[src/design/timer_capture_params.svh]
// Constants for the pulse capture and channel chaining control block.
// Assumes an APB master on pclk and a timer counter in the same domain.
// What this block does
// - Once armed, the count at the first rising capture edge goes to the rise register and the count at the next falling edge to the fall register.
// - The arm bit clears itself after a rising then falling edge ends the capture.
// - The arm bit is set only by writing one after it was read as zero.
// - One arming gives one capture of one pulse, and the arm bit sits at bit 4, resets to zero and is read/write.
// - Chain register bits 7, 6 and 3 to 0 always read as one and ignore writes.
// - Chain register bit 5 selects the X channel clock and bit 4 the Y channel clock, both reset to zero.
// - With the arm bit at zero the capture input leaves the capture registers alone, except in the cycle just after a write clears the arm bit.
// - A capture edge arriving during a read of the capture registers is applied one cycle later.
// - Y clock field 3'b100 with the Y select bit set joins Y and X into one 16-bit counter, Y as upper byte.
// - X clock field 3'b100 with the X select bit set makes X count compare-match A of Y.
`ifndef TIMER_CAPTURE_PARAMS_SVH
`define TIMER_CAPTURE_PARAMS_SVH
`define OFS_CAPTURE_CONTROL 8'h00
`define OFS_CHAIN_CLOCK 8'h04
`define OFS_RISE_CAPTURE 8'h08
`define OFS_FALL_CAPTURE 8'h0C
`define OFS_CLOCK_FIELD 8'h10
`define POS_ARM 4
`define POS_SEL_X 5
`define POS_SEL_Y 4
`define MASK_CAP_RSVD 8'hEF
`define CHAIN_FIXED_ONES 8'hCF
`define RST_CAPTURE_CONTROL 8'h00
`define RST_CAPTURE_VALUE 8'h00
`define RST_CLOCK_FIELD 3'h0
`define CLOCK_FIELD_CASCADE 3'h4
`define POS_FIELD_X 0
`define POS_FIELD_Y 4
`endif

[src/design/timer_capture_pkg.sv]
// Types shared by the capture control block and its bench.
// Assumes the constants header is included where offsets are needed.
package timer_capture_pkg;
  typedef struct packed {
    logic psel;
    logic penable;
    logic pwrite;
    logic [7:0] paddr;
    logic [31:0] pwdata;
  } apb_req_t;
  typedef struct packed {
    logic pready;
    logic pslverr;
    logic [31:0] prdata;
  } apb_rsp_t;
  typedef enum logic [1:0] {
    CAP_IDLE = 2'b00,
    CAP_WAIT_RISE = 2'b01,
    CAP_WAIT_FALL = 2'b10
  } cap_state_t;
endpackage

[src/design/timer_pulse_capture_ctrl.sv]
// Pulse width capture and channel chaining control, APB slave.
// Assumes timer_count and y_cmatch_a come from logic on pclk.
//
// The register addresses and the APB slave port are this design's own decisions.
`timescale 1ns/1ps
`include "timer_capture_params.svh"
module timer_pulse_capture_ctrl (
  input wire logic pclk, // System clock
  input wire logic presetn, // Async reset, active low
  input wire timer_capture_pkg::apb_req_t apb_req, // APB request
  output timer_capture_pkg::apb_rsp_t apb_rsp, // APB response
  input wire logic capture_input, // Capture pin, asynchronous
  input wire logic [7:0] timer_count, // Running X counter
  input wire logic y_cmatch_a, // Y compare-match A pulse
  output logic cascade_16_ff, // Y and X form one 16-bit counter
  output logic x_cmatch_count_ff, // X counts Y compare-match A
  output logic x_count_inc_ff, // X increment pulse from Y match
  output logic capture_done_ff // One-cycle pulse, capture ended
);
  import timer_capture_pkg::*;

  logic [7:0] cap_ctrl_ff;
  logic [7:0] nxt_cap_ctrl;
  logic sel_x_ff;
  logic sel_y_ff;
  logic [2:0] field_x_ff;
  logic [2:0] field_y_ff;
  logic [7:0] rise_cap_ff;
  logic [7:0] fall_cap_ff;
  logic read_zero_ff;
  logic sync1_ff;
  logic sync2_ff;
  logic prev_ff;
  logic pend_rise_ff;
  logic pend_fall_ff;
  cap_state_t state_ff;
  cap_state_t nxt_state;
  logic setup;
  logic done;
  logic wr;
  logic rd;
  logic cap_read;
  logic rise_edge;
  logic fall_edge;
  logic rise_go;
  logic fall_go;
  logic arm_clear;
  logic mapped;
  logic [7:0] rd_byte;
  logic [7:0] chain_read;

  assign setup = apb_req.psel && !apb_req.penable;
  assign done = apb_req.psel && apb_req.penable && apb_rsp.pready;
  assign wr = done && apb_req.pwrite && mapped;
  assign rd = done && !apb_req.pwrite && mapped;
  assign chain_read = `CHAIN_FIXED_ONES
    | ({7'h00, sel_x_ff} << `POS_SEL_X)
    | ({7'h00, sel_y_ff} << `POS_SEL_Y);

  // Address decode and read mux
  always_comb
  begin
    mapped = 1'b1;
    rd_byte = 8'h00;
    unique case (apb_req.paddr)
      `OFS_CAPTURE_CONTROL:
      begin
        rd_byte = cap_ctrl_ff;
      end
      `OFS_CHAIN_CLOCK:
      begin
        rd_byte = chain_read;
      end
      `OFS_RISE_CAPTURE:
      begin
        rd_byte = rise_cap_ff;
      end
      `OFS_FALL_CAPTURE:
      begin
        rd_byte = fall_cap_ff;
      end
      `OFS_CLOCK_FIELD:
      begin
        rd_byte = {1'b0, field_y_ff, 1'b0, field_x_ff};
      end
      default:
      begin
        mapped = 1'b0;
      end
    endcase
  end

  // Capture registers busy with a read
  assign cap_read = apb_req.psel && !apb_req.pwrite
    && ((apb_req.paddr == `OFS_RISE_CAPTURE) || (apb_req.paddr == `OFS_FALL_CAPTURE));

  // APB response, one access cycle
  always_ff @(posedge pclk or negedge presetn)
  begin
    if (!presetn)
    begin
      apb_rsp <= '0;
    end
    else if (setup)
    begin
      apb_rsp.pready <= 1'b1;
      apb_rsp.pslverr <= !mapped;
      apb_rsp.prdata <= apb_req.pwrite ? 32'h0000_0000 : {24'h00_0000, rd_byte};
    end
    else if (done)
    begin
      apb_rsp <= '0;
    end
  end

  // Synchroniser and edge history
  always_ff @(posedge pclk or negedge presetn)
  begin
    if (!presetn)
    begin
      sync1_ff <= 1'b0;
      sync2_ff <= 1'b0;
      prev_ff <= 1'b0;
    end
    else
    begin
      sync1_ff <= capture_input;
      sync2_ff <= sync1_ff;
      prev_ff <= sync2_ff;
    end
  end

  assign rise_edge = sync2_ff && !prev_ff;
  assign fall_edge = !sync2_ff && prev_ff;

  // Edges that meet a capture read wait one cycle
  always_ff @(posedge pclk or negedge presetn)
  begin
    if (!presetn)
    begin
      pend_rise_ff <= 1'b0;
      pend_fall_ff <= 1'b0;
    end
    else
    begin
      pend_rise_ff <= rise_edge && cap_read && (state_ff == CAP_WAIT_RISE);
      pend_fall_ff <= fall_edge && cap_read && (state_ff == CAP_WAIT_FALL);
    end
  end

  assign rise_go = (state_ff == CAP_WAIT_RISE)
    && ((rise_edge && !cap_read) || pend_rise_ff);
  assign fall_go = (state_ff == CAP_WAIT_FALL)
    && ((fall_edge && !cap_read) || pend_fall_ff);

  // Capture sequence
  always_comb
  begin
    nxt_state = state_ff;
    unique case (state_ff)
      CAP_IDLE:
      begin
        if (cap_ctrl_ff[`POS_ARM])
        begin
          nxt_state = CAP_WAIT_RISE;
        end
      end
      CAP_WAIT_RISE:
      begin
        if (rise_go)
        begin
          nxt_state = CAP_WAIT_FALL;
        end
      end
      CAP_WAIT_FALL:
      begin
        if (fall_go)
        begin
          nxt_state = CAP_IDLE;
        end
      end
      default:
      begin
        nxt_state = CAP_IDLE;
      end
    endcase
    if (!cap_ctrl_ff[`POS_ARM])
    begin
      nxt_state = CAP_IDLE;
    end
  end

  always_ff @(posedge pclk or negedge presetn)
  begin
    if (!presetn)
    begin
      state_ff <= CAP_IDLE;
    end
    else
    begin
      state_ff <= nxt_state;
    end
  end

  assign arm_clear = fall_go;

  // Capture value registers
  always_ff @(posedge pclk or negedge presetn)
  begin
    if (!presetn)
    begin
      rise_cap_ff <= `RST_CAPTURE_VALUE;
      fall_cap_ff <= `RST_CAPTURE_VALUE;
    end
    else
    begin
      if (rise_go)
      begin
        rise_cap_ff <= timer_count;
      end
      if (fall_go)
      begin
        fall_cap_ff <= timer_count;
      end
    end
  end

  // Arm bit may be set only after it was read as zero
  always_ff @(posedge pclk or negedge presetn)
  begin
    if (!presetn)
    begin
      read_zero_ff <= 1'b0;
    end
    else if (wr && (apb_req.paddr == `OFS_CAPTURE_CONTROL))
    begin
      read_zero_ff <= 1'b0;
    end
    else if (rd && (apb_req.paddr == `OFS_CAPTURE_CONTROL))
    begin
      read_zero_ff <= !apb_rsp.prdata[`POS_ARM];
    end
  end

  always_comb
  begin
    nxt_cap_ctrl = cap_ctrl_ff;
    if (arm_clear)
    begin
      nxt_cap_ctrl[`POS_ARM] = 1'b0;
    end
    if (wr && (apb_req.paddr == `OFS_CAPTURE_CONTROL))
    begin
      nxt_cap_ctrl = (nxt_cap_ctrl & ~`MASK_CAP_RSVD)
        | (apb_req.pwdata[7:0] & `MASK_CAP_RSVD);
      if (!apb_req.pwdata[`POS_ARM])
      begin
        nxt_cap_ctrl[`POS_ARM] = 1'b0;
      end
      else if (read_zero_ff && !cap_ctrl_ff[`POS_ARM])
      begin
        nxt_cap_ctrl[`POS_ARM] = 1'b1;
      end
    end
  end

  always_ff @(posedge pclk or negedge presetn)
  begin
    if (!presetn)
    begin
      cap_ctrl_ff <= `RST_CAPTURE_CONTROL;
    end
    else
    begin
      cap_ctrl_ff <= nxt_cap_ctrl;
    end
  end

  always_ff @(posedge pclk or negedge presetn)
  begin
    if (!presetn)
    begin
      capture_done_ff <= 1'b0;
    end
    else
    begin
      capture_done_ff <= arm_clear;
    end
  end

  // Chain select bits
  always_ff @(posedge pclk or negedge presetn)
  begin
    if (!presetn)
    begin
      sel_x_ff <= 1'b0;
      sel_y_ff <= 1'b0;
    end
    else if (wr && (apb_req.paddr == `OFS_CHAIN_CLOCK))
    begin
      sel_x_ff <= apb_req.pwdata[`POS_SEL_X];
      sel_y_ff <= apb_req.pwdata[`POS_SEL_Y];
    end
  end

  // Channel clock fields
  always_ff @(posedge pclk or negedge presetn)
  begin
    if (!presetn)
    begin
      field_x_ff <= `RST_CLOCK_FIELD;
      field_y_ff <= `RST_CLOCK_FIELD;
    end
    else if (wr && (apb_req.paddr == `OFS_CLOCK_FIELD))
    begin
      field_x_ff <= apb_req.pwdata[`POS_FIELD_X +: 3];
      field_y_ff <= apb_req.pwdata[`POS_FIELD_Y +: 3];
    end
  end

  // Cascade modes
  always_ff @(posedge pclk or negedge presetn)
  begin
    if (!presetn)
    begin
      cascade_16_ff <= 1'b0;
      x_cmatch_count_ff <= 1'b0;
      x_count_inc_ff <= 1'b0;
    end
    else
    begin
      cascade_16_ff <= (field_y_ff == `CLOCK_FIELD_CASCADE) && sel_y_ff;
      x_cmatch_count_ff <= (field_x_ff == `CLOCK_FIELD_CASCADE) && sel_x_ff;
      x_count_inc_ff <= (field_x_ff == `CLOCK_FIELD_CASCADE) && sel_x_ff
        && y_cmatch_a;
    end
  end
endmodule

[config.mk]
export PLATFORM = sky130hd
export DESIGN_NAME = timer_pulse_capture_ctrl
export DESIGN_NICKNAME = d
export VERILOG_FILES = /design/src/design/timer_capture_pkg.sv /design/src/design/timer_pulse_capture_ctrl.sv
export VERILOG_INCLUDE_DIRS = /design/src /design/src/design
export SDC_FILE = /design/constraint.sdc
export NUM_CORES = 1
export LEC_CHECK = 0
export BUFFER_PORTS_ARGS = -buffer_cell sky130_fd_sc_hd__buf_2
export CAP_MARGIN = 20
export CORE_ASPECT_RATIO = 1.4
export CORE_MARGIN = 1.5
export CORE_UTILIZATION = 44
export CTS_CLUSTER_DIAMETER = 30
export DETAILED_ROUTE_END_ITERATION = 16
export GPL_ROUTABILITY_DRIVEN = 0
export GPL_TIMING_DRIVEN = 0
export PLACE_DENSITY = 0.87
export SKIP_CTS_REPAIR_TIMING = 1
export SLEW_MARGIN = 20
export SYNTH_ARGS = -nofsm -noshare
export SYNTH_HDL_FRONTEND = slang
export SYNTH_SLANG_ARGS = --single-unit
[constraint.sdc]
create_clock -name pclk -period 1.2 [get_ports pclk]
set_input_delay 0.12 -clock pclk [delete_from_list [all_inputs] [get_ports pclk]]
set_output_delay 0.12 -clock pclk [all_outputs]
set_load 0.02 [all_outputs]
# Word level (Yosys, flattened, before mapping)

Index checks and enable logic that the tools add are counted.

Flip-flop bits (word level): 78
Input port bits: 55

Eq/ne operators: 10
Mux-type cells: 15
Bitwise operators: 2
Reductions and logical operators: 44

Operators by type and width:

| kind               | count |
|---|---|
| $mux 34            | 2 |
| $pmux 8 s5         | 1 |
| $logic_and 1x1->1  | 27 |
| $eq 8x4->1 const B | 2 |
| $eq 8x3->1 const B | 1 |
| $eq 8x5->1 const B | 1 |
| $logic_not 1->1    | 8 |
| $logic_not 8->1    | 1 |
| $mux 8             | 1 |
| $or 5x8->8         | 1 |
| $or 8x5->8         | 1 |
| $eq 3x3->1 const B | 2 |
| $mux 1             | 6 |
| $mux 2             | 3 |
| $ne 3x3->1 const B | 2 |
| $pmux 2 s3         | 1 |
| $mux 5             | 1 |
| $reduce_or 5->1    | 1 |
| $reduce_bool 2->1  | 2 |
| $logic_or 1x1->1   | 3 |
| $eq 2x1->1 const B | 1 |
| $eq 2x2->1 const B | 1 |
| $logic_not 2->1    | 1 |
| $reduce_and 2->1   | 1 |

# Depth between registers and ports, before layout

Gate-level depths: netlist of the first run.

Word-level depth: 12
Depth in mapped cells: 6

# Least setup slack after synthesis of the first run

No wires, ideal clock.

Path type: in2reg
Start point: input apb_req[39] (netlist name)
End point: register rise_cap_ff[0]
Arrival: 1.363 ns
Required time: 1.075 ns
Setup slack: -0.288 ns
Stages: 4
Path buffers: 0
Cells stage by stage: nor4_4 a31oi_1 o21ai_4 mux2_2

Word-level cells in the longest chain between the ends: 7

RTL lines:

| what                  | line                            | RTL |
|---|---|---|
| start, declared       | timer_pulse_capture_ctrl.sv:10  | `input wire timer_capture_pkg::apb_req_t apb_req,` |
| $eq 8x4->1            | --                              |  |
| $logic_or 1x1->1 (*)  | timer_pulse_capture_ctrl.sv:95  | `` && ((apb_req.paddr == `OFS_RISE_CAPTURE) \|\| (apb_req.paddr == `OFS_FALL_CAPTURE)); `` |
| $logic_and 1x1->1 (*) | timer_pulse_capture_ctrl.sv:94  | `assign cap_read = apb_req.psel && !apb_req.pwrite` |
| $logic_not 1->1 (*)   | timer_pulse_capture_ctrl.sv:152 | `&& ((rise_edge && !cap_read) \|\| pend_rise_ff);` |
| $logic_and 1x1->1 (*) | timer_pulse_capture_ctrl.sv:152 |  |
| $logic_or 1x1->1 (*)  | timer_pulse_capture_ctrl.sv:152 |  |
| $logic_and 1x1->1 (*) | timer_pulse_capture_ctrl.sv:152 |  |
| end signal, assigned  | timer_pulse_capture_ctrl.sv:212 | `` rise_cap_ff <= `RST_CAPTURE_VALUE; `` |
| end signal, assigned  | timer_pulse_capture_ctrl.sv:219 | `rise_cap_ff <= timer_count;` |
| end, declared         | timer_pulse_capture_ctrl.sv:28  | `logic [7:0] rise_cap_ff;` |

Every way passes the cells marked *; elsewhere a longest branch is shown, timed or not.
A chain may end at the register's enable or synchronous reset.

# Final worst setup path of the first run

Start point: register prev_ff
End point: register rise_cap_ff[4]

Word-level cells in the longest chain between the ends: 5

RTL lines:

| what                   | line                            | RTL |
|---|---|---|
| start, declared        | timer_pulse_capture_ctrl.sv:33  | `logic prev_ff;` |
| start signal, assigned | timer_pulse_capture_ctrl.sv:129 | `prev_ff <= sync2_ff;` |
| $logic_not 1->1        | timer_pulse_capture_ctrl.sv:133 | `assign rise_edge = sync2_ff && !prev_ff;` |
| $logic_and 1x1->1      | timer_pulse_capture_ctrl.sv:133 |  |
| $logic_and 1x1->1      | timer_pulse_capture_ctrl.sv:152 |  |
| $logic_or 1x1->1       | timer_pulse_capture_ctrl.sv:152 |  |
| $logic_and 1x1->1      | timer_pulse_capture_ctrl.sv:152 |  |

No other way between the ends.

==> results.json, run 1 <==
{
  "fin_cells": 365,
  "seqPwrFrac_pct": 56.0,
  "tightest_slew_ps": 567,
  "cts_tree": "built",
  "hp-class": "in2reg",
  "io_buffers": 43,
  "grt_overflow": 0,
  "drive_gt1_share_pct": 49.5,
  "antenna_found_initial": 0,
  "power_density_mw_per_mm2": 998,
  "p_sw_share_pct": 26.5,
  "cts_buffer_depth": 2,
  "area_growth_pct": 31.0,
  "firstDrtPassIters": 4,
  "setup_ws_ps": -267,
  "hold_viol_final": 0,
  "ys_seq_area_share_pct": 52.8,
  "num_rows": 32,
  "ys_types": 41,
  "die_x_um": 67.5,
  "synth_top_cell_by_area": "dfrtp_1",
  "grt_pass1_wl_um": 8420,
  "pwr-share-comb_pct": 13.3,
  "clk_latency_ps": 320,
  "cp_slowest_cell": "dfrtp_1",
  "path_class": "reg2reg",
  "finish.utilization_pct": 60.2,
  "synthCells": 213,
  "ant_nets": 0,
  "nets": 351,
  "status": "complete, but fails checks",
  "setup_viol": 33,
  "clock_power_share_pct": 30.7,
  "wirelength_um": 5910,
  "yosysWarnings": 0,
  "post-route-period-util_pct": 122,
  "grt_pass1_vias": 1822,
  "grt.total_usage_pct": 18.1,
  "dp_hpwl_um": 4020,
  "yosys_register_bits": 54,
  "synth-edff-count": 0,
  "vias": 1910,
  "synth_area_per_cell_um2": 12.0,
  "dp_worst_setup_slack_ps": -660,
  "ctsRootBufferMaster": "clkbuf_8",
  "drv_slew": 0,
  "crit_path_end_kind": "register",
  "critPathLaunchType": "register",
  "drt-wirelength-per-cell_um": 16.2,
  "io_pins": 93,
  "dp_cells": 348,
  "relSlewSlack_pct": 62.2,
  "crit_chain": "nand2b_1, a31oi_4, o21ai_4, buf_12, mux2_2",
  "drc": 0,
  "violations": "negative setup slack",
  "start_util_pct": 46.0,
  "worstPathArrival_ps": 1670,
  "power_w": 0.00335,
  "synth_async_sr_flop_share_pct": 100,
  "antennaDiodeCount": 0,
  "via_per_inst": 5.23,
  "clock-sinks": 54,
  "synth_area_mm2": 0.00256,
  "core-area_mm2": 0.00557,
  "skew_ps": 8.23,
  "grt_max_degree": 32,
  "crit_path_max_incr_delay_ps": 410,
  "worstPathRequired_ps": 1400,
  "min_period_ps": 1470,
  "cts_made_buffers": 5,
  "p_int_w": 0.00246,
  "clk_pin_slew_ps": 100,
  "fmax_mhz": 682,
  "power.switching_w": 0.000888,
  "rsz0062_at_grt": "true",
  "ctsHtreeMaxLevel": 2,
  "netlist.area_leader.share_pct": 52.8,
  "ir_worst_vdd_mv": 0.503,
  "synth_area_leaders": "dfrtp_1, mux2_2, buf_4",
  "cp_max_fo": 9,
  "die_area_mm2": 0.00629,
  "first_iter_violations": 150,
  "synth_flop_cell": "dfrtp_1",
  "leakage_nw": 1.74,
  "die_y_um": 93.2,
  "max_cap_violations": 0
}
[through the flow]
step,TNS (ps),cell area [um^2],hold slack (ps)
CTS,-9410,3100,-198
global placement,-20150,2990,231
detailed placement,-21900,3010,140
global route,-8280,3350,44.4
floorplan,-7050,2690,-176
finish,-6560,3350,42.1
[layout make-up]
| type | count | area, um^2 |
|---|---|---|
| clock buffers | 5 | 68.8 |
| multi-input cells | 147 | 1230 |
| fillers | 430 | 2210 |
| clock inverters | 3 | 18.8 |
| flip-flops and latches | 54 | 1350 |
| inverters | 5 | 18.8 |
| well taps | 68 | 85.1 |
| plain buffers | 30 | 225 |
| repair buffers | 53 | 350 |
[registers in the layout, summed over array words and instances (netlist names), 2 cells and up]
signal       flops
apb_rsp         10
cap_ctrl_ff      8
fall_cap_ff      8
field_x_ff       3
field_y_ff       3
rise_cap_ff      8
state_ff         2
[final timing paths]
check,start,cells after the start,endpoint,slack (ps)
max,prev_ff$_DFF_PN0_,5,rise_cap_ff[4]$_DFFE_PN0P_,-270
min,timer_count[3],2,fall_cap_ff[3]$_DFFE_PN0P_,40
max reg2reg,prev_ff$_DFF_PN0_,5,rise_cap_ff[4]$_DFFE_PN0P_,-270
min reg2reg,sync1_ff$_DFF_PN0_,0,sync2_ff$_DFF_PN0_,360
max in group asynchronous,presetn,3,fall_cap_ff[6]$_DFFE_PN0P_,320
min in group asynchronous,presetn,2,fall_cap_ff[3]$_DFFE_PN0P_,330
[kinds of logic after synthesis]
group           count (synthesis)  synth area share, %
flops                          54                 52.8
simple gates                   50                 11.8
mux                            39                 17.1
buf+inv                        35                 8.75
compound gates                 34                 9.44
other cells                     1                0.147
[layout by cell type (no fill, tap or decap), types with 3 or more instances in the layout]
cell type      synthesis  routed
inv_1                  5       5
conb_1                 1      24
nand3b_1               3       3
o21ai_0                8       8
buf_2                  2      41
nand3_1                3       3
nand2_1               16      16
mux2_2                37      24
clkbuf_2               0       3
a2bb2oi_2              0       4
nor3_1                 4       4
buf_6                  0       8
dlygate4sd3_1          0       3
dfrtp_1               54      53
clkbuf_8               0       5
buf_4                 24      25
o22ai_2                0       4
mux2_4                 0      13
[power by group through the flow]
| stage | sequential [W] | combinational [W] | clock [W] |
|---|---|---|---|
| after floorplan | 0.00191 | 0.000236 | 0 |
| after global placement | 0.00190 | 0.000371 | 0 |
| after detailed placement | 0.00191 | 0.000389 | 0 |
| after CTS | 0.00187 | 0.000390 | 0.00103 |
| after global routing | 0.00188 | 0.000487 | 0.00112 |
| final | 0.00187 | 0.000446 | 0.00103 |
[Yosys cell counts (all sizes together), types with 4 or more instances]
| master | count |
|---|---|
| mux2 | 37 |
| a2bb2oi | 4 |
| buf | 26 |
| clkbuf | 4 |
| o21ai | 10 |
| dfrtp | 54 |
| nor3 | 4 |
| a31oi | 4 |
| o22ai | 6 |
| nand2 | 16 |
| inv | 5 |
[critical path, delay by kind of cell (launching register included)]
kind,cells,cell delay [ps]
mux,1,270
simple gates,1,220
buf+inv,1,150
compound gates,2,300
flops,1,410
[layer usage]
| metal | vias to the layer above | track usage (%) | part of all wire, % |
|---|---|---|---|
| met2 | 93 | 30.2 | 52 |
| met5 | - | 0 | 0 |
| met3 | 14 | 2.65 | 6.1 |
| li1 | 882 | - | - |
| met4 | 0 | 10.5 | 3.5 |
| met1 | 921 | 21.7 | 39 |
(Power assumes the default switching activity.)
==> run 2: changes to the inputs <==
--- a/config.mk
+++ b/config.mk
@@ -13,7 +13,6 @@
 export CORE_UTILIZATION = 44
 export CTS_CLUSTER_DIAMETER = 30
 export DETAILED_ROUTE_END_ITERATION = 16
-export GPL_ROUTABILITY_DRIVEN = 0
 export GPL_TIMING_DRIVEN = 0
 export PLACE_DENSITY = 0.87
 export SKIP_CTS_REPAIR_TIMING = 1
==> constraint.sdc (replaced) <==
create_clock -name pclk -period 1.2 [get_ports pclk]
set_input_delay 0.36 -clock pclk [delete_from_list [all_inputs] [get_ports pclk]]
set_output_delay 0.36 -clock pclk [all_outputs]
set_load 0.02 [all_outputs]
==> run 2 against run 1 <==
  * The run still ends with negative setup slack left
  * Highest routed layer unchanged
  * Final cell count up 0.55%
  * Critical path depth up 1
  * Combinational power down 1%
  * Worst hold slack better by 21 ps
  * Clock power down 7%
  * Via count down 2.8%
  * Sequential share of layout area down 1.1 points
  * Flip-flop and latch count unchanged
==> results.json, run 2 (synthesized netlist as in run 1, its figures left out) <==
{
  "power.switching_w": 0.000829,
  "clk_pin_slew_ps": 90,
  "final_common_cell": "dfrtp_1",
  "firstDrtPassIters": 4,
  "fmax_mhz": 645,
  "die_area_mm2": 0.00629,
  "crit_chain": "buf_2, nor2_2, a31oi_4, o21ai_4, buf_12, mux2_2",
  "cp_slowest_cell": "nor2_2",
  "p_int_w": 0.00245,
  "cts_buffer_depth": 2,
  "multi_input_area_mm2": 0.00123,
  "start_util_pct": 46.0,
  "cp_max_fo": 9,
  "skew_ps": 7.24,
  "first_iter_violations": 112,
  "grt_pass1_vias": 1725,
  "worstPathArrival_ps": 1750,
  "relSlewSlack_pct": 55.1,
  "grt_max_degree": 55,
  "clock_power_share_pct": 29.3,
  "seqPwrFrac_pct": 57.2,
  "setup_ws_ps": -350,
  "crit_path_max_incr_delay_ps": 400,
  "drc": 0,
  "critPathLaunchType": "input pin",
  "largest-register": "apb_rsp",
  "nets": 354,
  "antenna_found_initial": 0,
  "ir_worst_vdd_mv": 0.457,
  "num_rows": 32,
  "dp_hpwl_um": 3920,
  "die_x_um": 67.5,
  "worstPathRequired_ps": 1400,
  "post-route-period-util_pct": 129,
  "path_class": "in2reg",
  "ant_nets": 0,
  "drive_gt1_share_pct": 49.8,
  "vias": 1857,
  "setup_viol": 51,
  "drt-wirelength-per-cell_um": 15.2,
  "tightest_slew_ps": 674,
  "rsz0062_at_grt": "true",
  "power_density_mw_per_mm2": 952,
  "core-area_mm2": 0.00557,
  "io_pins": 93,
  "fin_cells": 367,
  "via_per_inst": 5.06,
  "status": "complete, but fails checks",
  "grt.total_usage_pct": 17.6,
  "clk_latency_ps": 320,
  "cts_made_buffers": 5,
  "grt_pass1_wl_um": 8090,
  "whs_ps": 62.7,
  "cts_tree": "built",
  "hold_viol_final": 0,
  "antennaDiodeCount": 0,
  "violations": "negative setup slack",
  "p_sw_share_pct": 25.3,
  "grt_overflow": 0,
  "hp-class": "in2async",
  "ctsHtreeMaxLevel": 2,
  "io_buffers": 43,
  "largest_register_ffs": 10,
  "wirelength_um": 5560,
  "leakage_nw": 1.75,
  "die_y_um": 93.2,
  "drv_slew": 0,
  "clock-sinks": 54,
  "crit_path_end_kind": "register",
  "ctsRootBufferMaster": "clkbuf_8",
  "pwr-share-comb_pct": 13.4,
  "max_cap_violations": 0,
  "regArea_mm2": 0.00135,
  "fillers": 424,
  "final_cell_mix": "dfrtp_1, buf_4, buf_2",
  "min_period_ps": 1550,
  "dp_cells": 347,
  "place.gp.congestion": 0.926,
  "area_growth_pct": 34.5
}
==> run 2: changes by cell type in the layout (fill, tap and decap cells not counted), moves of 6 or more <==
cell and delta:
buf_2 -14, buf_4 +12, buf_6 +10, o21ai_0 -6
o21ai_1 +6
==> run 2: per-stage QoR <==
| step | util, % | setup TNS (ps) | worst slack [ps] | power [W] | area, um^2 |
|---|---|---|---|---|---|
| after floorplan | - | -16140 | -526 | 0.00216 | 2730 |
| after detailed placement | 54.4 | -33400 | -908 | 0.00230 | 3030 |
| after global routing | 61.8 | -11400 | -393 | 0.00340 | 3440 |
| final | 61.8 | -9420 | -350 | 0.00328 | 3440 |
| after CTS | 55.8 | -18610 | -581 | 0.00323 | 3100 |
| after global placement | 54.4 | -40250 | -864 | 0.00228 | 3030 |
==> run 2: power by group through the flow <==
stage | Clock (W) | Combinational [W] | Sequential [W]
6_report | 0.000962 | 0.000440 | 0.00187
5_1_grt | 0.00104 | 0.000482 | 0.00188
4_1_cts | 0.000967 | 0.000393 | 0.00187
3_5_place_dp | 0 | 0.000392 | 0.00191
3_3_place_gp | 0 | 0.000382 | 0.00190
2_1_floorplan | 0 | 0.000246 | 0.00191
==> run 2: cell type report <==
cell class	instances	area share, %
Buffer	29	7.02
Clock buffer	7	2.22
Inverter	5	0.545
Multi-Input combinational cell	147	35.7
Sequential cell	54	39.3
Tap cell	68	2.47
Timing Repair Buffer	57	12.8
==> run 2: metal layers <==
| layer | track usage, % | wire length (um) |
|---|---|---|
| met5 | 0 | 0 |
| met3 | 3.85 | 292 |
| met1 | 20.4 | 2160 |
| met2 | 30.0 | 2970 |
| met4 | 8.67 | 140 |
==> run 2: final timing paths <==
| check | start | end | slack (ps) | depth (start not counted) |
|---|---|---|---|---|
| min reg2reg | sync1_ff$_DFF_PN0_ | sync2_ff$_DFF_PN0_ | 350 | 0 |
| max | apb_req[36] | rise_cap_ff[6]$_DFFE_PN0P_ | -350 | 6 |
| min | presetn | pend_fall_ff$_DFF_PN0_ | 60 | 1 |
| max reg2reg | apb_rsp[33]$_DFFE_PN0P_ | cap_ctrl_ff[4]$_DFF_PN0_ | -230 | 4 |
| min in group pclk | capture_input | sync1_ff$_DFF_PN0_ | 150 | 1 |
| max in group asynchronous | presetn | apb_rsp[33]$_DFFE_PN0P_ | 660 | 1 |
==> run 2: worst max-delay path, delay by kind of cell <==
| kind | cells | cell delay (ps) |
|---|---|---|
| buf+inv | 2 | 280 |
| compound gates | 2 | 380 |
| mux | 1 | 330 |
| simple gates | 1 | 400 |
